File: src/rtl/rsecr_pkg.sv
// Package of offsets, field positions and types for the rate sensor register slice
`default_nettype none
package rsecr_pkg;
    localparam logic [7:0] RSECR_ADDR_SUMMARY  = 8'h0B;
    localparam logic [7:0] RSECR_ADDR_IDENTITY = 8'h0C;
    localparam logic [7:0] RSECR_ADDR_CONTROL  = 8'h0D;
    localparam logic [7:0] RSECR_ADDR_RTCFG    = 8'h0E;
    localparam logic [7:0] RSECR_RESET_CONTROL = 8'h00;
    localparam logic [3:0] RSECR_RESET_RTCFG   = 4'h0;
    localparam logic [7:0] RSECR_ZERO_BYTE     = 8'h00;
    // Field positions
    localparam int RSECR_SUM_BOOT = 3;
    localparam int RSECR_SUM_FIFO = 2;
    localparam int RSECR_SUM_RT   = 1;
    localparam int RSECR_SUM_DRDY = 0;
    localparam int RSECR_CFG_ELE  = 3;
    localparam int RSECR_CFG_WIDTH = 4;

    // Operating modes of the sensor
    typedef enum logic [1:0] {
        RSECR_MODE_STANDBY,
        RSECR_MODE_READY,
        RSECR_MODE_ACTIVE
    } rsecr_mode_t;

    // Decoded main control fields
    typedef struct packed {
        logic [1:0] lowpass_cutoff_select;
        logic       three_wire_select;
        logic [1:0] highpass_cutoff_select;
        logic       highpass_enable;
        logic [1:0] full_scale_select;
    } rsecr_ctrl_t;

    // Event inputs from neighbouring blocks
    typedef struct packed {
        logic       fifo_overflow_flag;
        logic       fifo_watermark_flag;
        logic [2:0] axis_event;
        logic       sample_ready_any;
    } rsecr_events_t;

    // Register access strobe group
    typedef struct packed {
        logic       rd;
        logic       wr;
        logic [7:0] addr;
        logic [7:0] wdata;
    } rsecr_access_t;
endpackage
`default_nettype wire

File: src/rtl/rsecr_regs.sv
// Interrupt summary, identity, filter/range control and threshold config registers
`default_nettype none
module rsecr_regs
    import rsecr_pkg::*;
#(
    parameter logic [7:0] IDENTITY_CODE = 8'h5A  // Arbitrary value
) (
    input  wire logic          clk,
    input  wire logic          rst,
    input  wire logic          soft_reset,
    input  wire rsecr_access_t acc,
    output logic [7:0]         rdata,
    input  wire logic          boot_done,
    input  wire rsecr_events_t ev,
    input  wire logic          fifo_interrupt_enable,
    input  wire logic          threshold_interrupt_enable,
    input  wire logic          data_ready_interrupt_enable,
    input  wire logic [2:0]    msb_read,
    input  wire rsecr_mode_t   mode,
    input  wire logic [2:0]    output_sample_rate,
    input  wire logic          zero_rate_assert,
    input  wire logic          range_doubling,
    output rsecr_ctrl_t        ctrl,
    output logic [2:0]         full_scale_code,
    output logic               event_latch_enable,
    output logic [2:0]         axis_event_enable,
    output logic               highpass_reinit,
    output logic               threshold_reset
);
    // Local sizes and field positions
    localparam int BYTE_WIDTH  = 8;
    localparam int PAIR_WIDTH  = 2;
    localparam int AXIS_COUNT  = 3;
    localparam int RATE_WIDTH  = 3;
    localparam int AXIS_X      = 0;
    localparam int AXIS_Y      = 1;
    localparam int AXIS_Z      = 2;
    localparam int CFG_AXIS_HI = AXIS_COUNT - 1;
    localparam int PAD_WIDTH   = BYTE_WIDTH - RSECR_CFG_WIDTH;
    localparam logic [AXIS_COUNT-1:0] ALL_AXES     = 3'h7;
    localparam logic [RATE_WIDTH-1:0] RATE_RESET   = 3'h0;
    localparam logic [PAD_WIDTH-1:0]  CFG_PAD      = 4'h0;
    localparam logic                  FLAG_CLEAR   = 1'b0;
    localparam logic                  FLAG_SET     = 1'b1;
    localparam rsecr_ctrl_t           CTRL_DEFAULT = rsecr_ctrl_t'(RSECR_RESET_CONTROL);

    // Stored control fields
    logic [PAIR_WIDTH-1:0]      lowpass_ff;
    logic                       three_wire_ff;
    logic [PAIR_WIDTH-1:0]      highpass_cutoff_ff;
    logic                       highpass_enable_ff;
    logic [PAIR_WIDTH-1:0]      full_scale_ff;

    // Stored threshold config, status and history
    logic                       latch_enable_ff;
    logic [AXIS_COUNT-1:0]      axis_enable_ff;
    logic                       boot_ff;
    logic                       drdy_ff;
    logic                       msb_x_seen_ff;
    logic                       msb_y_seen_ff;
    logic                       msb_z_seen_ff;
    rsecr_mode_t                mode_ff;
    logic [RATE_WIDTH-1:0]      rate_ff;

    // Combinational helpers
    rsecr_ctrl_t                wctrl;
    rsecr_ctrl_t                control_fields;
    logic [BYTE_WIDTH-1:0]      control_byte;
    logic [BYTE_WIDTH-1:0]      rtcfg_byte;
    logic [BYTE_WIDTH-1:0]      summary_byte;
    logic                       control_write;
    logic                       rtcfg_write;
    logic                       fifo_event;
    logic                       event_active_flag;
    logic [AXIS_COUNT-1:0]      enabled_axis_events;
    logic                       fifo_summary;
    logic                       threshold_summary;
    logic [AXIS_COUNT-1:0]      msb_seen;
    logic [AXIS_COUNT-1:0]      nxt_msb_seen;
    logic                       ready_request;
    logic                       ready_arm;
    logic                       ready_done;
    logic                       mode_changed;
    logic                       rate_changed;
    logic                       from_standby;
    logic                       from_ready;

    // Write strobe for one register offset
    function automatic logic hit(input rsecr_access_t a, input logic [7:0] off);
        hit = a.wr && (a.addr == off);
    endfunction

    // Event flag qualified by its enable
    function automatic logic gated(input logic flag, input logic enable);
        gated = flag && enable;
    endfunction

    // Write strobes and write data viewed as fields
    assign control_write = hit(acc, RSECR_ADDR_CONTROL);
    assign rtcfg_write   = hit(acc, RSECR_ADDR_RTCFG);
    assign wctrl         = rsecr_ctrl_t'(acc.wdata);

    // Low-pass cutoff select
    always_ff @(posedge clk or posedge rst) begin
        if (rst) begin
            lowpass_ff <= CTRL_DEFAULT.lowpass_cutoff_select;
        end else if (soft_reset) begin
            lowpass_ff <= CTRL_DEFAULT.lowpass_cutoff_select;
        end else if (control_write) begin
            lowpass_ff <= wctrl.lowpass_cutoff_select;
        end
    end

    // Three-wire serial select, four-wire by default
    always_ff @(posedge clk or posedge rst) begin
        if (rst) begin
            three_wire_ff <= CTRL_DEFAULT.three_wire_select;
        end else if (soft_reset) begin
            three_wire_ff <= CTRL_DEFAULT.three_wire_select;
        end else if (control_write) begin
            three_wire_ff <= wctrl.three_wire_select;
        end
    end

    // High-pass cutoff select
    always_ff @(posedge clk or posedge rst) begin
        if (rst) begin
            highpass_cutoff_ff <= CTRL_DEFAULT.highpass_cutoff_select;
        end else if (soft_reset) begin
            highpass_cutoff_ff <= CTRL_DEFAULT.highpass_cutoff_select;
        end else if (control_write) begin
            highpass_cutoff_ff <= wctrl.highpass_cutoff_select;
        end
    end

    // High-pass enable, off by default
    always_ff @(posedge clk or posedge rst) begin
        if (rst) begin
            highpass_enable_ff <= CTRL_DEFAULT.highpass_enable;
        end else if (soft_reset) begin
            highpass_enable_ff <= CTRL_DEFAULT.highpass_enable;
        end else if (control_write) begin
            highpass_enable_ff <= wctrl.highpass_enable;
        end
    end

    // Full-scale range select
    always_ff @(posedge clk or posedge rst) begin
        if (rst) begin
            full_scale_ff <= CTRL_DEFAULT.full_scale_select;
        end else if (soft_reset) begin
            full_scale_ff <= CTRL_DEFAULT.full_scale_select;
        end else if (control_write) begin
            full_scale_ff <= wctrl.full_scale_select;
        end
    end

    // Event latch enable; upper write bits dropped
    always_ff @(posedge clk or posedge rst) begin
        if (rst) begin
            latch_enable_ff <= RSECR_RESET_RTCFG[RSECR_CFG_ELE];
        end else if (soft_reset) begin
            latch_enable_ff <= RSECR_RESET_RTCFG[RSECR_CFG_ELE];
        end else if (rtcfg_write) begin
            latch_enable_ff <= acc.wdata[RSECR_CFG_ELE];
        end
    end

    // Per-axis event detection enables
    always_ff @(posedge clk or posedge rst) begin
        if (rst) begin
            axis_enable_ff <= RSECR_RESET_RTCFG[CFG_AXIS_HI:0];
        end else if (soft_reset) begin
            axis_enable_ff <= RSECR_RESET_RTCFG[CFG_AXIS_HI:0];
        end else if (rtcfg_write) begin
            axis_enable_ff <= acc.wdata[CFG_AXIS_HI:0];
        end
    end

    // Boot flag: sticky until any reset
    always_ff @(posedge clk or posedge rst) begin
        if (rst) begin
            boot_ff <= FLAG_CLEAR;
        end else if (soft_reset) begin
            boot_ff <= FLAG_CLEAR;
        end else if (boot_done) begin
            boot_ff <= FLAG_SET;
        end
    end

    // Data-ready set and clear conditions
    assign ready_request = gated(ev.sample_ready_any, data_ready_interrupt_enable);
    assign ready_arm     = ready_request && !drdy_ff;
    assign ready_done    = drdy_ff && (nxt_msb_seen == ALL_AXES);

    // Data-ready summary; a fresh ready at the clear keeps it set
    always_ff @(posedge clk or posedge rst) begin
        if (rst) begin
            drdy_ff <= FLAG_CLEAR;
        end else if (soft_reset) begin
            drdy_ff <= FLAG_CLEAR;
        end else if (ready_arm) begin
            drdy_ff <= FLAG_SET;
        end else if (ready_done) begin
            drdy_ff <= ready_request;
        end
    end

    // MSB reads gathered so far
    assign msb_seen = {msb_z_seen_ff, msb_y_seen_ff, msb_x_seen_ff};
    always_comb begin
        nxt_msb_seen = msb_seen | msb_read;
    end

    // X axis MSB seen while data is ready
    always_ff @(posedge clk or posedge rst) begin
        if (rst) begin
            msb_x_seen_ff <= FLAG_CLEAR;
        end else if (soft_reset) begin
            msb_x_seen_ff <= FLAG_CLEAR;
        end else if (ready_arm) begin
            msb_x_seen_ff <= msb_read[AXIS_X];
        end else if (ready_done) begin
            msb_x_seen_ff <= FLAG_CLEAR;
        end else if (drdy_ff) begin
            msb_x_seen_ff <= nxt_msb_seen[AXIS_X];
        end
    end

    // Y axis MSB seen while data is ready
    always_ff @(posedge clk or posedge rst) begin
        if (rst) begin
            msb_y_seen_ff <= FLAG_CLEAR;
        end else if (soft_reset) begin
            msb_y_seen_ff <= FLAG_CLEAR;
        end else if (ready_arm) begin
            msb_y_seen_ff <= msb_read[AXIS_Y];
        end else if (ready_done) begin
            msb_y_seen_ff <= FLAG_CLEAR;
        end else if (drdy_ff) begin
            msb_y_seen_ff <= nxt_msb_seen[AXIS_Y];
        end
    end

    // Z axis MSB seen while data is ready
    always_ff @(posedge clk or posedge rst) begin
        if (rst) begin
            msb_z_seen_ff <= FLAG_CLEAR;
        end else if (soft_reset) begin
            msb_z_seen_ff <= FLAG_CLEAR;
        end else if (ready_arm) begin
            msb_z_seen_ff <= msb_read[AXIS_Z];
        end else if (ready_done) begin
            msb_z_seen_ff <= FLAG_CLEAR;
        end else if (drdy_ff) begin
            msb_z_seen_ff <= nxt_msb_seen[AXIS_Z];
        end
    end

    // Mode history for change detection
    always_ff @(posedge clk or posedge rst) begin
        if (rst) begin
            mode_ff <= RSECR_MODE_STANDBY;
        end else begin
            mode_ff <= mode;
        end
    end

    // Rate history for change detection
    always_ff @(posedge clk or posedge rst) begin
        if (rst) begin
            rate_ff <= RATE_RESET;
        end else begin
            rate_ff <= output_sample_rate;
        end
    end

    // Mode and rate change decode
    assign mode_changed = (mode_ff != mode);
    assign rate_changed = (rate_ff != output_sample_rate);
    assign from_standby = (mode_ff == RSECR_MODE_STANDBY) && (mode == RSECR_MODE_ACTIVE);
    assign from_ready   = (mode_ff == RSECR_MODE_READY) && (mode == RSECR_MODE_ACTIVE);

    // Filter reinit and threshold reset strobes
    assign highpass_reinit = mode_changed || rate_changed || zero_rate_assert;
    assign threshold_reset = from_standby || from_ready;

    // Event combining
    assign fifo_event          = ev.fifo_overflow_flag | ev.fifo_watermark_flag;
    assign enabled_axis_events = ev.axis_event & axis_enable_ff;
    assign event_active_flag   = |enabled_axis_events;

    // Summary sources qualified by their enables
    assign fifo_summary      = gated(fifo_event, fifo_interrupt_enable);
    assign threshold_summary = gated(event_active_flag, threshold_interrupt_enable);

    // Summary byte; flags pass through untouched by reads
    always_comb begin
        summary_byte                 = RSECR_ZERO_BYTE;
        summary_byte[RSECR_SUM_BOOT] = boot_ff;
        summary_byte[RSECR_SUM_FIFO] = fifo_summary;
        summary_byte[RSECR_SUM_RT]   = threshold_summary;
        summary_byte[RSECR_SUM_DRDY] = drdy_ff;
    end

    // Control byte rebuilt from its fields
    always_comb begin
        control_fields                        = CTRL_DEFAULT;
        control_fields.lowpass_cutoff_select  = lowpass_ff;
        control_fields.three_wire_select      = three_wire_ff;
        control_fields.highpass_cutoff_select = highpass_cutoff_ff;
        control_fields.highpass_enable        = highpass_enable_ff;
        control_fields.full_scale_select      = full_scale_ff;
    end
    assign control_byte = control_fields;

    // Threshold config read back with zero padding
    assign rtcfg_byte = {CFG_PAD, latch_enable_ff, axis_enable_ff};

    // Control and config field outputs
    assign ctrl               = control_fields;
    assign full_scale_code    = {range_doubling, full_scale_ff};
    assign event_latch_enable = latch_enable_ff;
    assign axis_event_enable  = axis_enable_ff;

    // Read mux; no read changes any flag
    always_comb begin
        rdata = RSECR_ZERO_BYTE;
        if (acc.rd) begin
            case (acc.addr)
                RSECR_ADDR_SUMMARY: begin
                    rdata = summary_byte;
                end
                RSECR_ADDR_IDENTITY: begin
                    rdata = IDENTITY_CODE;
                end
                RSECR_ADDR_CONTROL: begin
                    rdata = control_byte;
                end
                RSECR_ADDR_RTCFG: begin
                    rdata = rtcfg_byte;
                end
                default: begin
                    rdata = RSECR_ZERO_BYTE;
                end
            endcase
        end
    end
endmodule
`default_nettype wire

File: config.mk
export PLATFORM = sky130hd
export DESIGN_NAME = rsecr_regs
export DESIGN_NICKNAME = d
export VERILOG_FILES = /design/src/rtl/rsecr_pkg.sv /design/src/rtl/rsecr_regs.sv
export SDC_FILE = /design/constraint.sdc
export NUM_CORES = 1
export LEC_CHECK = 0
export BUFFER_PORTS_ARGS = -buffer_cell sky130_fd_sc_hd__buf_2
export CAP_MARGIN = 20
export CORE_MARGIN = 2
export CORE_UTILIZATION = 40
export DETAILED_ROUTE_END_ITERATION = 8
export PLACE_DENSITY_LB_ADDON = 0.3
export RECOVER_POWER = 50
export SYNTH_ARGS = -nofsm -noshare
export SYNTH_HDL_FRONTEND = slang
export SYNTH_SLANG_ARGS = --single-unit
File: constraint.sdc
create_clock -name clk -period 1.25 [get_ports clk]
set_input_delay 0.125 -clock clk [delete_from_list [all_inputs] [get_ports clk]]
set_output_delay 0.125 -clock clk [all_outputs]
set_load 0.02 [all_outputs]
==> summary.md <==
| Metric | Value |
|---|---|
| Via count | `1284` |
| Setup violators final | `18` |
| Outcome | `finished with violations` |
| Row cnt | `20` |
| Critical Path RT | `1120 ps` |
| Yosys warnings | `0` |
| Fmax achieved | `0.604 GHz` |
| N_diodes | `0` |
| Number of fill cells | `244` |
| Rel. slew slack | `0.627` |
| Setup slack of the most critical reg-to-reg path | `150 ps` |
| First-pass GRT wire length | `5.60 mm` |
| Sequential cell area | `551 um2` |
| Worst-Margin Slew | `560 ps` |
| Flops & latches, synth | `22` |
| Synth Flop Type | `dfrtp_1` |
| Deepest clock path buffer count | `2` |
| Failing checks | `setup timing` |
| Post-synth top area cell | `dfrtp_1` |
| CTS Buf Count | `3` |
| Mapped cell area | `1220 um2` |
| Die H | `59.3 um` |
| Tmin final | `1650 ps` |
| All-Layer GR Usage | `0.214` |
| RSZ-0062 raised after global routing | `yes` |
| Syn_nets | `167` |
| Path depth of the worst reg2reg path | `4` |
| Share of layout cells above drive strength 1 | `0.541` |
| Power density over the cells | `681 nW/um2` |
| Fin Hold WS | `63.4 ps` |
| Core ar. | `2980 um2` |
| Post-synth EDFFs | `0` |
| Placed Cells | `240` |
| TritonRoute pass-1 iters | `4` |
| WHS Endpoint | `lowpass_ff[1]` |
| Vias in the first global route | `1244` |
| FFs w/ async S/R, synth | `1.00` |
| Most common cell after layout, fill and taps aside | `buf_2` |
| Met1 Wirelength | `1.50 mm` |
| Worst Setup Start Kind | `flop` |
| Total gr overflow | `0` |
| Skew final | `2.06 ps` |
| Reg2reg end | `msb_z_seen_ff` |
| Largest net degree at the start of global routing | `23` |
| Iter 0 DRT Violations | `71` |
| Register area share after synthesis | `0.449` |
| CP Class | `flop to primary output` |
| Multi-input logic area | `751 um2` |
| Hold crit path type | `primary input to flop` |
| Hpwl dp | `2.78 mm` |
| Setup ws final | `-405 ps` |
| DRT Wirelength | `3.77 mm` |
| Clk root buf | `clkbuf_4` |
| Port-buffer cells | `63` |
| Critical Path AT | `1530 ps` |
| Drt drc | `0` |
| Part of the cycle the worst path needs | `1.32` |
| H-Tree Level Count | `1` |
| Global placer's final weighted congestion | `0.822` |
| Layout Cells excl Fill | `251` |
| Die ar. | `3520 um2` |
| Met3 wire len | `159 um` |
| Area Growth Syn to Fin | `67.0%` |
| CTS Sinks | `22` |
| Reg2reg start | `msb_z_seen_ff` |
| Vias per cell | `5.12` |
| Hold_sp | `acc[7]` |
| Cells after Synth | `126` |
| Wire length per cell | `15.0 um` |
| Slew Viols, Final | `0` |
| Nets | `260` |
| Leak pwr | `1.05 nW` |
| Synth cell types | `38` |
| Clk_lat worst skew | `300 ps` |
| Post-Syn Area per Cell | `9.72 um2` |
| Max FO, Critical Path | `2` |
| Clock-pin slew on the worst setup and hold paths | `110 ps` |
| Die X | `59.3 um` |
| CP endpoint kind | `primary output` |
| Max cap viols | `0` |
| DR top layer | `met4` |
| IO Count | `66` |
| Top cells by area, synth | `dfrtp_1, mux2i_1, nor2_1, a21oi_1, buf_4` |
| Antenna-violating nets left | `0` |
| Initial Util | `0.411` |
| CTS tree | `built` |
| Pre-CTS setup slack | `-432 ps` |
| Area fraction of the dominant cell type after synthesis | `0.449` |
| Hold Vio Cnt, Final | `0` |
| Met2 Wirelength | `2.04 mm` |
| Commonest non-fill, non-tap cells in the layout | `buf_2, dfrtp_1, buf_4` |
| Initial antenna violation count | `0` |
| Final Util | `0.687` |
| Hold Path Depth | `3` |
| Setup total negative slack | `-2970 ps` |
| Peak supply drop | `620 uV` |
==> worst max-delay path by stage <==
stage / to / slack, ps / start / depth (start not counted)
after detailed placement: full_scale_ff[1] / -430 / acc[13] / 6
after global placement: lowpass_ff[1] / -390 / acc[13] / 6
final: rdata[1] / -400 / axis_event_enable[0] / 4
after floorplan: full_scale_ff[1] / -220 / acc[13] / 5
after CTS: rdata[1] / -410 / axis_event_enable[0] / 4
after global routing: rdata[1] / -490 / axis_event_enable[0] / 4
==> metal layers <==
| layer | up-vias | track usage |
|---|---|---|
| met4 | 0 | 0.0844 |
| met2 | 36 | 0.389 |
| met5 | - | 0 |
| li1 | 633 | - |
| met1 | 609 | 0.253 |
| met3 | 6 | 0.0240 |
==> timing repair <==
| item | CTS | global route |
|---|---|---|
| pin swaps | 10 | 10 |
| setup buffers | 2 | 2 |
| cloned | 0 | 0 |
| endpoints found under the setup margin | 21 | 20 |
| hold endpoints to repair | 27 | 0 |
| resized for setup | 23 | 17 |
| hold buffers | 6 | 0 |
==> flip-flops by register name, indices dropped and copies added, names as in the netlist <==
signal / cells
highpass_enable_ff: 1
event_latch_enable: 1
lowpass_ff: 2
three_wire_ff: 1
boot_ff: 1
msb_y_seen_ff: 1
axis_event_enable: 3
mode_ff: 2
rate_ff: 3
msb_x_seen_ff: 1
msb_z_seen_ff: 1
drdy_ff: 1
highpass_cutoff_ff: 2
full_scale_ff: 2
==> synthesized netlist by cell type (all sizes together), types with 3 or more instances <==
cell    number
dfrtp       22
nor2        18
a21oi        8
mux2i        8
buf          6
nand2        6
and3         5
inv          5
nand3        4
nor3         4
xnor2        4
a211oi       3
a22o         3
nand2b       3
or3          3
==> metrics by stage <==
step / area (um2) / total power (W)
2_1_floorplan: 1320 / 0.000859
3_3_place_gp: 1790 / 0.000982
3_5_place_dp: 1790 / 0.000991
4_1_cts: 1980 / 0.00140
5_1_grt: 2050 / 0.00146
6_report: 2050 / 0.00139
==> kinds of logic after synthesis <==
logic type	count (synthesis)	share of synthesized area
buffers and inverters	13	0.0613
muxes	8	0.0654
AOI/OAI and AO/OA	24	0.140
and+or+nand+nor	54	0.248
xor gates and xnor gates	5	0.0357
DFF	22	0.449
==> where the power goes <==
part	leakage (nW)	internal, W	switching, W	total, W
clock network	0.0210	0.000178	0.000201	0.000379
logic	0.738	0.000143	0.000131	0.000274
registers	0.293	0.000729	0.0000113	0.000741
==> worst max-delay path: stages (launching register included) <==
cell	delay [ps]
dfrtp_1	400
a222oi_1	360
a2bb2oi_1	230
a21oi_2	70
buf_2	160
==> final cells by class <==
type | instances | area share
tap | 33 | 0.0202
timing repair buffer | 96 | 0.317
multi-input combinational | 91 | 0.367
sequential | 22 | 0.269
inverter | 5 | 0.00917
clock buffer | 4 | 0.0177
Power figures use the tool's default switching activity.
